[config.mk]
export PLATFORM = sky130hd
export DESIGN_NAME = cpwm_top
export DESIGN_NICKNAME = d
export VERILOG_FILES = /design/src/cpwm_pkg.sv /design/src/cpwm_top.sv
export SDC_FILE = /design/constraint.sdc
export NUM_CORES = 1
export LEC_CHECK = 0
export ABC_AREA = 1
export BUFFER_PORTS_ARGS = -buffer_cell sky130_fd_sc_hd__buf_2
export CORE_UTILIZATION = 56
export CTS_CLUSTER_DIAMETER = 80
export DETAILED_ROUTE_END_ITERATION = 8
export PLACE_DENSITY = 0.78
export REMOVE_ABC_BUFFERS = 1
export SLEW_MARGIN = 20
export SYNTH_ARGS = -nofsm -noshare
export SYNTH_HDL_FRONTEND = slang
export SYNTH_SLANG_ARGS = --single-unit
[constraint.sdc]
create_clock -name core_clk -period 3.1 [get_ports core_clk]
set_input_delay 0.465 -clock core_clk [delete_from_list [all_inputs] [get_ports core_clk]]
set_output_delay 0.465 -clock core_clk [all_outputs]
set_load 0.05 [all_outputs]
[src/cpwm_pkg.sv]
// ****************************************************************
// Shared constants and carriers of the PWM timebase block
// ****************************************************************
package cpwm_pkg;

  localparam int ADDR_W = 4;
  localparam int DATA_W = 8;

  // Register offsets on the plain register port
  localparam logic [ADDR_W-1:0] OFF_A_COUNT = 4'h0;
  localparam logic [ADDR_W-1:0] OFF_A_PERIOD = 4'h1;
  localparam logic [ADDR_W-1:0] OFF_A_CONTROL = 4'h2;
  localparam logic [ADDR_W-1:0] OFF_B_COUNT = 4'h3;
  localparam logic [ADDR_W-1:0] OFF_B_PERIOD = 4'h4;
  localparam logic [ADDR_W-1:0] OFF_B_CONTROL = 4'h5;
  localparam logic [ADDR_W-1:0] OFF_DUTY_MASTER = 4'h6;
  localparam logic [ADDR_W-1:0] OFF_DUTY_SLAVE = 4'h7;
  localparam logic [ADDR_W-1:0] OFF_CHANNEL_CONTROL = 4'h8;
  localparam logic [ADDR_W-1:0] OFF_AUX_TIMER_CONTROL = 4'h9;
  localparam logic [ADDR_W-1:0] OFF_PORT_DIRECTION = 4'ha;

  // Values after reset
  localparam logic [7:0] COUNT_RST = 8'h00;
  localparam logic [7:0] PERIOD_RST = 8'hff;
  localparam logic [7:0] CONTROL_RST = 8'h00;
  localparam logic [7:0] DUTY_RST = 8'h00;
  localparam logic [1:0] DUTY_LO_RST = 2'h0;
  localparam logic [3:0] MODE_RST = 4'h0;
  localparam logic [1:0] SELECT_RST = 2'h0;
  localparam logic DIRECTION_RST = 1'b1;
  localparam logic [5:0] FINE_RST = 6'h00;

  // Field positions
  localparam int DUTY_LO_POS = 4;
  localparam int SELECT_HI_POS = 6;
  localparam int SELECT_LO_POS = 3;
  localparam int DIRECTION_POS = 3;
  localparam logic [1:0] PWM_MODE_TOP = 2'h3;

  // Prescale codes and last oscillator count of one timer increment
  localparam logic [1:0] PRESCALE_1 = 2'h0;
  localparam logic [1:0] PRESCALE_4 = 2'h1;
  localparam logic [5:0] LAST_PRE_1 = 6'h03;
  localparam logic [5:0] LAST_PRE_4 = 6'h0f;
  localparam logic [5:0] LAST_PRE_16 = 6'h3f;

  // Timer control byte layout
  typedef struct packed {
    logic unused;
    logic [3:0] postscale_select;
    logic on;
    logic [1:0] prescale_select;
  } cpwm_tctl_type;

  // One register port request
  typedef struct packed {
    logic [ADDR_W-1:0] addr;
    logic [DATA_W-1:0] wdata;
    logic wr;
    logic rd;
  } cpwm_bus_req_type;

endpackage

[src/cpwm_top.sv]
// The register offsets and the plain strobed port were chosen for this implementation.
`timescale 1ns/10ps
module cpwm_top
  import cpwm_pkg::*;
(
  input wire logic core_clk,
  input wire logic rst,
  input wire cpwm_bus_req_type bus_req,
  output logic [DATA_W-1:0] rd_data_r,
  output logic pwm_output_pin_r,
  output logic pwm_output_oe_r
);

  // ****************************************************************
  // Helper functions
  // ****************************************************************

  // Last oscillator count of one timer increment for a prescale code
  function automatic logic [5:0] last_fine(input logic [1:0] ps);
    case (ps)
      PRESCALE_1: last_fine = LAST_PRE_1;
      PRESCALE_4: last_fine = LAST_PRE_4;
      default: last_fine = LAST_PRE_16;
    endcase
  endfunction

  // Two fraction bits below the count: quarter phase or prescaler bits
  function automatic logic [1:0] frac_bits(input logic [1:0] ps,
                                           input logic [5:0] f);
    case (ps)
      PRESCALE_1: frac_bits = f[1:0];
      PRESCALE_4: frac_bits = f[3:2];
      default: frac_bits = f[5:4];
    endcase
  endfunction

  // True in the last oscillator cycle of one fraction step
  function automatic logic seg_last(input logic [1:0] ps,
                                    input logic [5:0] f);
    case (ps)
      PRESCALE_1: seg_last = 1'b1;
      PRESCALE_4: seg_last = f[1:0] == 2'h3;
      default: seg_last = f[3:0] == 4'hf;
    endcase
  endfunction

  // ****************************************************************
  // State
  // ****************************************************************
  logic [7:0] count_r [2];
  logic [7:0] period_r [2];
  cpwm_tctl_type tctl_r [2];
  logic [5:0] fine_r [2];
  logic [1:0] tick;
  logic [7:0] duty_master_r;
  logic [1:0] duty_lo_r;
  logic [3:0] mode_r;
  logic [9:0] duty_act_r;
  logic [1:0] select_r;
  logic direction_r;
  logic [DATA_W-1:0] rd_mux;

  logic sel_b;
  logic [7:0] sel_count;
  logic [7:0] sel_period;
  logic [1:0] sel_frac;
  logic sel_last;
  logic sel_tick;
  logic reload;
  logic pwm_mode;
  logic [9:0] duty_new;
  logic clear_hit;
  logic wr_count [2];
  logic wr_period [2];
  logic wr_control [2];
  logic wr_channel;

  // ****************************************************************
  // Write decode
  // ****************************************************************

  // Per timer strobes keep the timer loop free of offset tests
  always_comb
  begin
    wr_count[0] = bus_req.wr && bus_req.addr == OFF_A_COUNT;
    wr_count[1] = bus_req.wr && bus_req.addr == OFF_B_COUNT;
    wr_period[0] = bus_req.wr && bus_req.addr == OFF_A_PERIOD;
    wr_period[1] = bus_req.wr && bus_req.addr == OFF_B_PERIOD;
    wr_control[0] = bus_req.wr && bus_req.addr == OFF_A_CONTROL;
    wr_control[1] = bus_req.wr && bus_req.addr == OFF_B_CONTROL;
    wr_channel = bus_req.wr && bus_req.addr == OFF_CHANNEL_CONTROL;
  end

  // ****************************************************************
  // Timebases
  // ****************************************************************

  // Increment strobe: four oscillator cycles times the prescale factor
  always_comb
  begin
    for (int i = 0; i < 2; i++)
    begin
      tick[i] = tctl_r[i].on &&
                fine_r[i] == last_fine(tctl_r[i].prescale_select);
    end
  end

  // Counts and prescalers; a count write restarts the prescaler
  always_ff @(posedge core_clk or posedge rst)
  begin
    if (rst)
    begin
      for (int i = 0; i < 2; i++)
      begin
        count_r[i] <= COUNT_RST;
        fine_r[i] <= FINE_RST;
      end
    end
    else
    begin
      for (int i = 0; i < 2; i++)
      begin
        if (wr_count[i])
        begin
          count_r[i] <= bus_req.wdata;
          fine_r[i] <= FINE_RST;
        end
        else if (tick[i])
        begin
          fine_r[i] <= FINE_RST;
          if (count_r[i] == period_r[i])
            count_r[i] <= COUNT_RST;
          else
            count_r[i] <= count_r[i] + 8'h01;
        end
        else if (tctl_r[i].on)
          fine_r[i] <= fine_r[i] + 6'h01;
      end
    end
  end

  // Period and control bytes; postscale is kept for readback only
  always_ff @(posedge core_clk or posedge rst)
  begin
    if (rst)
    begin
      for (int i = 0; i < 2; i++)
      begin
        period_r[i] <= PERIOD_RST;
        tctl_r[i] <= CONTROL_RST;
      end
    end
    else
    begin
      for (int i = 0; i < 2; i++)
      begin
        if (wr_period[i])
          period_r[i] <= bus_req.wdata;
        if (wr_control[i])
          tctl_r[i] <= {1'b0, bus_req.wdata[6:0]};
      end
    end
  end

  // ****************************************************************
  // Timebase selection
  // ****************************************************************

  // Upper select bit picks timer B; both timers keep running regardless
  always_comb
  begin
    sel_b = select_r[1];
    sel_count = sel_b ? count_r[1] : count_r[0];
    sel_period = sel_b ? period_r[1] : period_r[0];
    sel_tick = sel_b ? tick[1] : tick[0];
    sel_frac = sel_b ?
      frac_bits(tctl_r[1].prescale_select, fine_r[1]) :
      frac_bits(tctl_r[0].prescale_select, fine_r[0]);
    sel_last = sel_b ?
      seg_last(tctl_r[1].prescale_select, fine_r[1]) :
      seg_last(tctl_r[0].prescale_select, fine_r[0]);
    reload = sel_tick && sel_count == sel_period;
    pwm_mode = mode_r[3:2] == PWM_MODE_TOP;
    duty_new = {duty_master_r, duty_lo_r};
    // Registered pin: decide one step early so high time is exact
    clear_hit = sel_last &&
      duty_act_r == ({sel_count, sel_frac} + 10'h001);
  end

  // ****************************************************************
  // Channel registers
  // ****************************************************************

  // Master duty, low duty bits, mode field, timebase select, direction
  always_ff @(posedge core_clk or posedge rst)
  begin
    if (rst)
    begin
      duty_master_r <= DUTY_RST;
      duty_lo_r <= DUTY_LO_RST;
      mode_r <= MODE_RST;
      select_r <= SELECT_RST;
      direction_r <= DIRECTION_RST;
    end
    else if (bus_req.wr)
    begin
      case (bus_req.addr)
        OFF_DUTY_MASTER: duty_master_r <= bus_req.wdata;
        OFF_CHANNEL_CONTROL:
        begin
          duty_lo_r <= bus_req.wdata[DUTY_LO_POS +: 2];
          mode_r <= bus_req.wdata[3:0];
        end
        OFF_AUX_TIMER_CONTROL:
          select_r <= {bus_req.wdata[SELECT_HI_POS],
                       bus_req.wdata[SELECT_LO_POS]};
        OFF_PORT_DIRECTION: direction_r <= bus_req.wdata[DIRECTION_POS];
        default: ;
      endcase
    end
  end

  // In PWM mode active duty only moves at the period match, so mid-period writes
  // cannot shorten or stretch the pulse in flight
  always_ff @(posedge core_clk or posedge rst)
  begin
    if (rst)
      duty_act_r <= {DUTY_RST, DUTY_LO_RST};
    else if (pwm_mode && reload)
      duty_act_r <= duty_new;
    else if (!pwm_mode && bus_req.wr && bus_req.addr == OFF_DUTY_SLAVE)
      duty_act_r[9:2] <= bus_req.wdata;
  end

  // ****************************************************************
  // Output pin
  // ****************************************************************

  // Set at the period match, clear on the duty match; a duty past the
  // period never matches, so the pin simply stays high
  always_ff @(posedge core_clk or posedge rst)
  begin
    if (rst)
      pwm_output_pin_r <= 1'b0;
    else if ((wr_channel && bus_req.wdata == 8'h00) || !pwm_mode)
      pwm_output_pin_r <= 1'b0;
    else if (reload)
      pwm_output_pin_r <= duty_new != 10'h000;
    else if (clear_hit)
      pwm_output_pin_r <= 1'b0;
  end

  // Drive only while the direction bit says output
  always_ff @(posedge core_clk or posedge rst)
  begin
    if (rst)
      pwm_output_oe_r <= 1'b0;
    else
      pwm_output_oe_r <= !direction_r;
  end

  // ****************************************************************
  // Read port
  // ****************************************************************

  // Readback mux; unmapped offsets and unused bits read zero
  always_comb
  begin
    rd_mux = 8'h00;
    case (bus_req.addr)
      OFF_A_COUNT: rd_mux = count_r[0];
      OFF_A_PERIOD: rd_mux = period_r[0];
      OFF_A_CONTROL: rd_mux = tctl_r[0];
      OFF_B_COUNT: rd_mux = count_r[1];
      OFF_B_PERIOD: rd_mux = period_r[1];
      OFF_B_CONTROL: rd_mux = tctl_r[1];
      OFF_DUTY_MASTER: rd_mux = duty_master_r;
      OFF_DUTY_SLAVE: rd_mux = duty_act_r[9:2];
      OFF_CHANNEL_CONTROL: rd_mux = {2'h0, duty_lo_r, mode_r};
      OFF_AUX_TIMER_CONTROL:
      begin
        rd_mux[SELECT_HI_POS] = select_r[1];
        rd_mux[SELECT_LO_POS] = select_r[0];
      end
      OFF_PORT_DIRECTION: rd_mux[DIRECTION_POS] = direction_r;
      default: rd_mux = 8'h00;
    endcase
  end

  // Data stand only in the cycle after the read strobe
  always_ff @(posedge core_clk or posedge rst)
  begin
    if (rst)
      rd_data_r <= 8'h00;
    else if (bus_req.rd)
      rd_data_r <= rd_mux;
    else
      rd_data_r <= 8'h00;
  end

  // ****************************************************************
  // Assertions
  // ****************************************************************

  // Period match with nonzero duty raises the pin next cycle
  property p_reload_sets;
    @(posedge core_clk) disable iff (rst)
    reload && pwm_mode && duty_new != 10'h000 && !wr_channel
    |=> pwm_output_pin_r;
  endproperty
  a_reload_sets: assert property (p_reload_sets)
    else $error("pin not set at period match");

  // Zero duty keeps the pin low through the match
  property p_zero_duty;
    @(posedge core_clk) disable iff (rst)
    reload && duty_new == 10'h000 |=> !pwm_output_pin_r;
  endproperty
  a_zero_duty: assert property (p_zero_duty)
    else $error("pin set with zero duty");

  // Selected count wraps to zero at the match
  property p_count_wrap;
    @(posedge core_clk) disable iff (rst)
    reload && !bus_req.wr |=> sel_count == 8'h00 && fine_r[sel_b] == 6'h00;
  endproperty
  a_count_wrap: assert property (p_count_wrap)
    else $error("count did not wrap at period match");

  // Active duty stays put between matches while in PWM mode
  property p_duty_held;
    @(posedge core_clk) disable iff (rst)
    pwm_mode && !reload |=> $stable(duty_act_r);
  endproperty
  a_duty_held: assert property (p_duty_held)
    else $error("active duty changed mid-period");

  // Active duty takes the buffered value at the match
  property p_duty_latch;
    @(posedge core_clk) disable iff (rst)
    pwm_mode && reload |=> duty_act_r == $past(duty_new);
  endproperty
  a_duty_latch: assert property (p_duty_latch)
    else $error("duty not latched at period match");

  // Slave byte writes in PWM mode are ignored
  property p_slave_ro;
    @(posedge core_clk) disable iff (rst)
    pwm_mode && bus_req.wr && bus_req.addr == OFF_DUTY_SLAVE && !reload
    |=> $stable(duty_act_r);
  endproperty
  a_slave_ro: assert property (p_slave_ro)
    else $error("slave byte written in PWM mode");

  // Duty match drops a high pin
  property p_clear_on_match;
    @(posedge core_clk) disable iff (rst)
    pwm_output_pin_r && clear_hit && !reload |=> !pwm_output_pin_r;
  endproperty
  a_clear_on_match: assert property (p_clear_on_match)
    else $error("pin not cleared at duty match");

  // Duty beyond the period holds the pin high
  property p_long_duty;
    @(posedge core_clk) disable iff (rst)
    pwm_mode && pwm_output_pin_r && !reload && !wr_channel &&
    sel_count <= sel_period && duty_act_r > {sel_period, 2'h3}
    |=> pwm_output_pin_r;
  endproperty
  a_long_duty: assert property (p_long_duty)
    else $error("pin cleared with duty past period");

  // Zero write to channel control forces the pin low
  property p_zero_control;
    @(posedge core_clk) disable iff (rst)
    wr_channel && bus_req.wdata == 8'h00 |=> !pwm_output_pin_r [*2];
  endproperty
  a_zero_control: assert property (p_zero_control)
    else $error("pin not low after control cleared");

  // Written count reads back on the following edge
  property p_count_write;
    @(posedge core_clk) disable iff (rst)
    wr_count[0] |=> count_r[0] == $past(bus_req.wdata);
  endproperty
  a_count_write: assert property (p_count_write)
    else $error("count write lost");

endmodule

==> Yosys cells after proc, flatten, opt, wreduce, memory -nomap -nowiden <==
Index checks and enable logic that the tools add are counted.
{ "classes": {"n_addsub": 5, "eq_ne": 23, "n_mux": 34, "reduce_logical": 33} }
{ "ops": {"columns": ["cell", "n"], "rows": [
  ["$mux 8", 11],
  ["$mux 6", 6],
  ["$pmux 3 s9", 1],
  ["$eq 8x8->1", 3],
  ["$pmux 6 s2", 2],
  ["$eq 4x4->1 const B", 5],
  ["$pmux 2 s9", 1],
  ["$add 8x1->8 const B", 2],
  ["$eq 4x3->1 const B", 4],
  ["$logic_and 1x1->1", 15],
  ["$add 6x1->6 const B", 2],
  ["$eq 6x6->1", 2],
  ["$pmux 1 s11", 1],
  ["$add 10x1->10 const B", 1],
  ["$eq 10x10->1", 1],
  ["$reduce_bool 10->1", 1],
  ["$pmux 1 s9", 1],
  ["$reduce_bool 3->1", 3],
  ["$eq 4x2->1 const B", 2],
  ["$logic_not 8->1", 1],
  ["$pmux 2 s2", 2],
  ["$reduce_and 2->1", 4],
  ["$eq 2x2->1 const B", 3],
  ["$pmux 1 s6", 1],
  ["other kinds (10)", 20]
]} }
{ "word_totals": {"register_bits": 95, "input_bits": 16, "output_inout_bits": 10, "word_cells": 117} }

==> Longest topological paths before layout <==
{ "depth": {"ltp_word": 9, "mapped_depth": 18, "ltp_nobuf": 18} }

==> Worst setup path after synthesis <==
No wires, ideal clock.
{ "synth_path": {"path_type": "reg-to-reg", "from": "register select_r[1]", "to": "register pwm_output_pin_r", "setup_ps": 123, "arrival_time_ps": 1925, "required_ps": 2977, "path_slack_ps": 1052, "stages_incl_launch_ff": 18, "n_path_buf": 2, "period_less_slack_ps": 2048, "path_cell_list": "dfrtp_1 -> buf_6 -> buf_8 -> a21oi_1 -> nand3_1 -> nand2_2 -> ha_1 -> nand2_4 -> nor2_4 -> nand3_1 -> nand3_1 -> nand2_1 -> nor2_1 -> nand2_1 -> nor2_1 -> nand2_1 -> nand2_1 -> a21oi_1"} }
{ "synth_between": {"elab_chain_len": 5, "elab_cells_between_ends": 13, "cone_classes": "add/sub (1); eq/ne (2); mux (7); reduce/logical (3)"} }
{ "synth_rtl": {"columns": ["element", "line", "rtl"], "rows": [
  ["from (decl)", "cpwm_top.sv:59", "logic [1:0] select_r;"],
  ["from (signal assigned)", "cpwm_top.sv:215", "select_r <= {bus_req.wdata[SELECT_HI_POS],"],
  ["$mux 2, or another cell as far along", "cpwm_top.sv:176", "sel_frac = sel_b ?"],
  ["$add 10x1->10 or $eq 8x8->1 (tied branches)", "cpwm_top.sv:187, cpwm_top.sv:182", null],
  ["$eq 10x10->1 or $logic_and 1x1->1 (tied branches)", "cpwm_top.sv:187, cpwm_top.sv:182", null],
  ["$logic_and 1x1->1 or $mux 1 (tied branches)", "cpwm_top.sv:186, cpwm_top.sv:247", null],
  ["$reduce_bool 3->1 (no source line) or $mux 1 (tied branches)", null, null],
  ["to (signal assigned)", "cpwm_top.sv:244", "pwm_output_pin_r <= 1'b0;"],
  ["to (signal assigned)", "cpwm_top.sv:246", "pwm_output_pin_r <= 1'b0;"],
  ["to (signal assigned)", "cpwm_top.sv:248", "pwm_output_pin_r <= duty_new != 10'h000;"],
  ["to (decl)", "cpwm_top.sv:10", "output logic pwm_output_pin_r,"]
]} }
Parallel ways exist; a longest one is shown, timed or not.
A chain may end at the register's enable or synchronous reset.

==> Worst setup path in the final report <==
{ "layout_path": {"from": "register tctl_r[1] in the netlist's numbering", "to": "register pwm_output_pin_r"} }
{ "layout_between": {"elab_chain_len": 8, "elab_cells_between_ends": 17, "cone_classes": "add/sub (1); eq/ne (3); mux (8); reduce/logical (5)"} }
{ "layout_rtl": {"columns": ["element", "line", "rtl"], "rows": [
  ["from (decl)", "cpwm_top.sv:52", "cpwm_tctl_type tctl_r [2];"],
  ["from (signal, indexed assignment)", "cpwm_top.sv:160", "tctl_r[i] <= {1'b0, bus_req.wdata[6:0]};"],
  ["parallel branches: the longest is 8 deep, another holds $add 10x1->10", null, null]
]} }
Several ways; the timed one is not identified.

==> flow_summary.yaml <==
clock_network:
  cts_tree: "done"
  root_buffer: "clkbuf_8"
  post-cts-setup-buffer-count: 0
  clk_pin_slew_ns: 0.09
  htreeDepth: 3
  clk_latency_ns: 0.40
  ctsHoldBuffers: 0
  cts_sinks: 95
  numCtsBuffers: 9
  clk_path_buf_depth: 2
  cts_resized: 0
placed_design:
  pre_cts_ws_ns: 0.8122
  place_congestion: 0.9552
  dp_hpwl_um: 13660
  portBuffers: 25
worst_setup_path:
  r2r_end: "pwm_output_pin_r"
  critPathKind: "reg -> reg"
  cp_slowest_cell: "dfrtp_1"
  critPathMaxStageDelay_ns: 0.45
  cp-end-kind: "register"
  crit_family: "simple AND/OR/NAND/NOR gates"
  r2r-start: "tctl_r[1]"
  cp_max_fo: 7
  arrival_ns: 2.63
  startpoint_type: "register"
  path_common_cell: "nand2_1"
  rr_worst_depth: 17
  cp_cell_sequence: "inv_1, nand3_1, nand3_1, nand2_1, nand2_1, ha_1, nand2_4, nor2_4, nand2_1, nand2_1, a21oi_1, nor2_1, nand2_1, nor2_1, nand2_1, nand2_1, a21oi_1"
  crit_buf_inv: 1
  ff2ff_setup_slack_ns: 0.75
  crit_required_ns: 3.38
global_route:
  grt_max_degree: 55
  grt_pass1_vias: 5161
  antenna_found_initial: 0
  grt_pass1_wl_um: 27820
  overflow: 0
  track_usage_pct: 36.14
detailed_routing:
  drtIter0Drc: 486
  ant_nets: 0
  vias: 5601
  post_drt_wl_per_cell_um: 19.04
  wl_um: 17670
  drt-pass1-iter-count: 6
  drc: 0
  avgViaCountPerCell: 6.036
sta:
  clock_skew_ns: 0.01221
  rsz0062_at_grt: "no"
  finalHoldViolations: 0
  worst_slack_ns: 0.7503
  slew_headroom_pct: 51.88
  min_period_ns: 2.350
  tightestPinTransition_ns: 0.7209
  setup_tns_ns: 0
  min_period_over_period_pct: 75.80
  setup_viol: 0
  fmax_mhz: 425.6
  slew_violations: 0
synthesis:
  synth_top_area_share_pct: 34.11
  synth_edf_count: 0
  synthFlopType: "dfrtp_1"
  ys_seq_area_share_pct: 41.91
  syn-cell-area_um2: 5723
  ys_ff_latch: 95
  netlist.top_cell.by_area: "dfrtp_1"
  yosysWarnings: 0
  postSynthCellCount: 760
  async_flop_share_pct: 100.0
  synth_area_leaders: "dfrtp_1 (34%), nand2_1 (13%), o21ai_0 (7.9%)"
  synth.avg_cell_area_um2: 7.530
  ys_types: 49
layout:
  register_area_um2: 2399
  n_fill_cell: 941
  post-route-util_pct: 63.06
  syn_to_final_growth_pct: 8.199
  drive_gt1_share_pct: 12.47
  nNetsFinal: 810
  multiInputGateArea_um2: 2844
pwr:
  power.total_mw: 4.716
  vdd_drop_max_mv: 0.4149
  p_leak_nw: 2.933
  power_density_nw_per_um2: 761.5
die:
  ios: 26
  num_rows: 36
  initial_core_util_pct: 58.28
  die_y_um: 103.1
  core_area_um2: 9819
  die_x_um: 103.1
  dieArea_um2: 10630
status:
  outcome: "finished clean"
run:
  maxCapViolations: 0
hold_path:
  min_path_type: "in -> async"
## synthesized netlist by cell type, types with 2 or more instances
library cell and number:
buf_6 2, clkbuf_1 7, nand4_1 18, nor2_4 2
nor2_1 38, inv_1 98, a221oi_1 3, o21ai_2 3
nand2_4 4, nand2_2 2, dfrtp_1 78, nand2_1 198
nor4_1 7, nor3_1 12, o22ai_1 15, o21ai_0 90
nor3b_1 2, inv_2 7, nor2_8 2, nor3_2 2
o2111ai_1 3, o221ai_1 11, xor2_1 12, a31oi_1 4
o31ai_1 2, nand3_1 56, a211oi_1 2, o21ai_1 8
nor2_2 6, dfstp_2 17, xnor2_1 11, ha_1 5
a21oi_1 13, or2_2 5
## area by class of cell
cell class	instances	area share [%]
sequential	95	38.74
antenna	1	0.04041
inverter	107	6.547
clock buffer	12	2.344
clock inverter	4	0.8891
timing repair buffer	30	2.829
multi-input combinational	546	45.93
tap	133	2.687
## stage by stage
| stage | hold WS [ns] | std cells | cell area (µm²) |
|---|---|---|---|
| final | 0.1533 | 928 | 6192 |
| after global routing | 0.2142 | 927 | 6190 |
| after CTS | 0.1656 | 927 | 6190 |
| after detailed placement | 0.4382 | 911 | 5989 |
| after global placement | 0.4284 | 911 | 5989 |
| after floorplan | 0.4218 | 748 | 5647 |
## state kept, by name (all words and copies together), names as in the netlist
signal            count
count_r              16
period_r             16
tctl_r               14
fine_r               12
duty_act_r           10
duty_master_r         8
rd_data_r             8
mode_r                4
duty_lo_r             2
select_r              2
direction_r           1
pwm_output_oe_r       1
pwm_output_pin_r      1
## report_power, final
| part | switching, mW | leakage, nW | internal, mW |
|---|---|---|---|
| Combinational | 1.18 | 1.69 | 0.657 |
| Sequential | 0.427 | 1.14 | 1.61 |
| Clock | 0.449 | 0.0968 | 0.398 |
## routing by layer
layer  share of wire [%]  up-vias  global-route usage [%]
li1                    -     2609                       -
met1                  43     2655                   48.10
met2                  44      273                   54.21
met3                 8.1       64                   9.288
met4                 4.6        0                   19.07
met5                   0        -                       0
## kinds of logic (layout without fill, tap and decap cells)
kind of cell | Yosys count | in the layout | synth area share (%)
AND/OR/NAND/NOR | 359 | 359 | 28.84
XOR/XNOR | 23 | 23 | 3.520
buffers and inverters | 119 | 153 | 8.395
adder cells (fa/ha/maj) | 5 | 5 | 1.093
flip-flops | 95 | 95 | 41.91
AO/OA/AOI/OAI | 159 | 159 | 16.24
other | 0 | 1 | 0
## worst max path at each step
stage / start / to / slack (ns) / depth (start not counted)
floorplan: rst / count_r[0] / 0.19 / 1
global placement: tctl_r[1] / pwm_output_pin_r / 0.85 / 17
detailed placement: tctl_r[9] / pwm_output_pin_r / 0.81 / 17
CTS: tctl_r[9] / pwm_output_pin_r / 0.78 / 17
global route: tctl_r[9] / pwm_output_pin_r / 0.46 / 17
finish: tctl_r[1] / pwm_output_pin_r / 0.75 / 17
## worst reg2reg max path, stage by stage, from the launching register on
cell,delay [ns]
dfrtp_1,0.45
inv_1,0.20
nand3_1,0.09
nand3_1,0.11
nand2_1,0.06
nand2_1,0.18
ha_1,0.24
nand2_4,0.09
nor2_4,0.15
nand2_1,0.07
nand2_1,0.09
a21oi_1,0.07
nor2_1,0.13
nand2_1,0.07
nor2_1,0.08
nand2_1,0.06
nand2_1,0.05
a21oi_1,0.05
## placed cells by master (no fill, tap or decap), types with 3 or more instances in the layout
cell type and n:
nand2_1 198, buf_2 25, nand3_1 56, nor3_1 12
nand4_1 18, xnor2_1 11, a221oi_1 3, nor4_1 7
o21ai_2 3, dfstp_2 17, dfrtp_1 78, o22ai_1 15
nor2_1 38, nor2_2 6, a31oi_1 4, ha_1 5
inv_2 7, o21ai_1 8, o2111ai_1 3, a21oi_1 13
o221ai_1 11, o21ai_0 90, inv_1 97, xor2_1 12
or2_2 5, clkbuf_8 10, nand2_4 4, buf_4 4
Power figures use the tool's default switching activity.
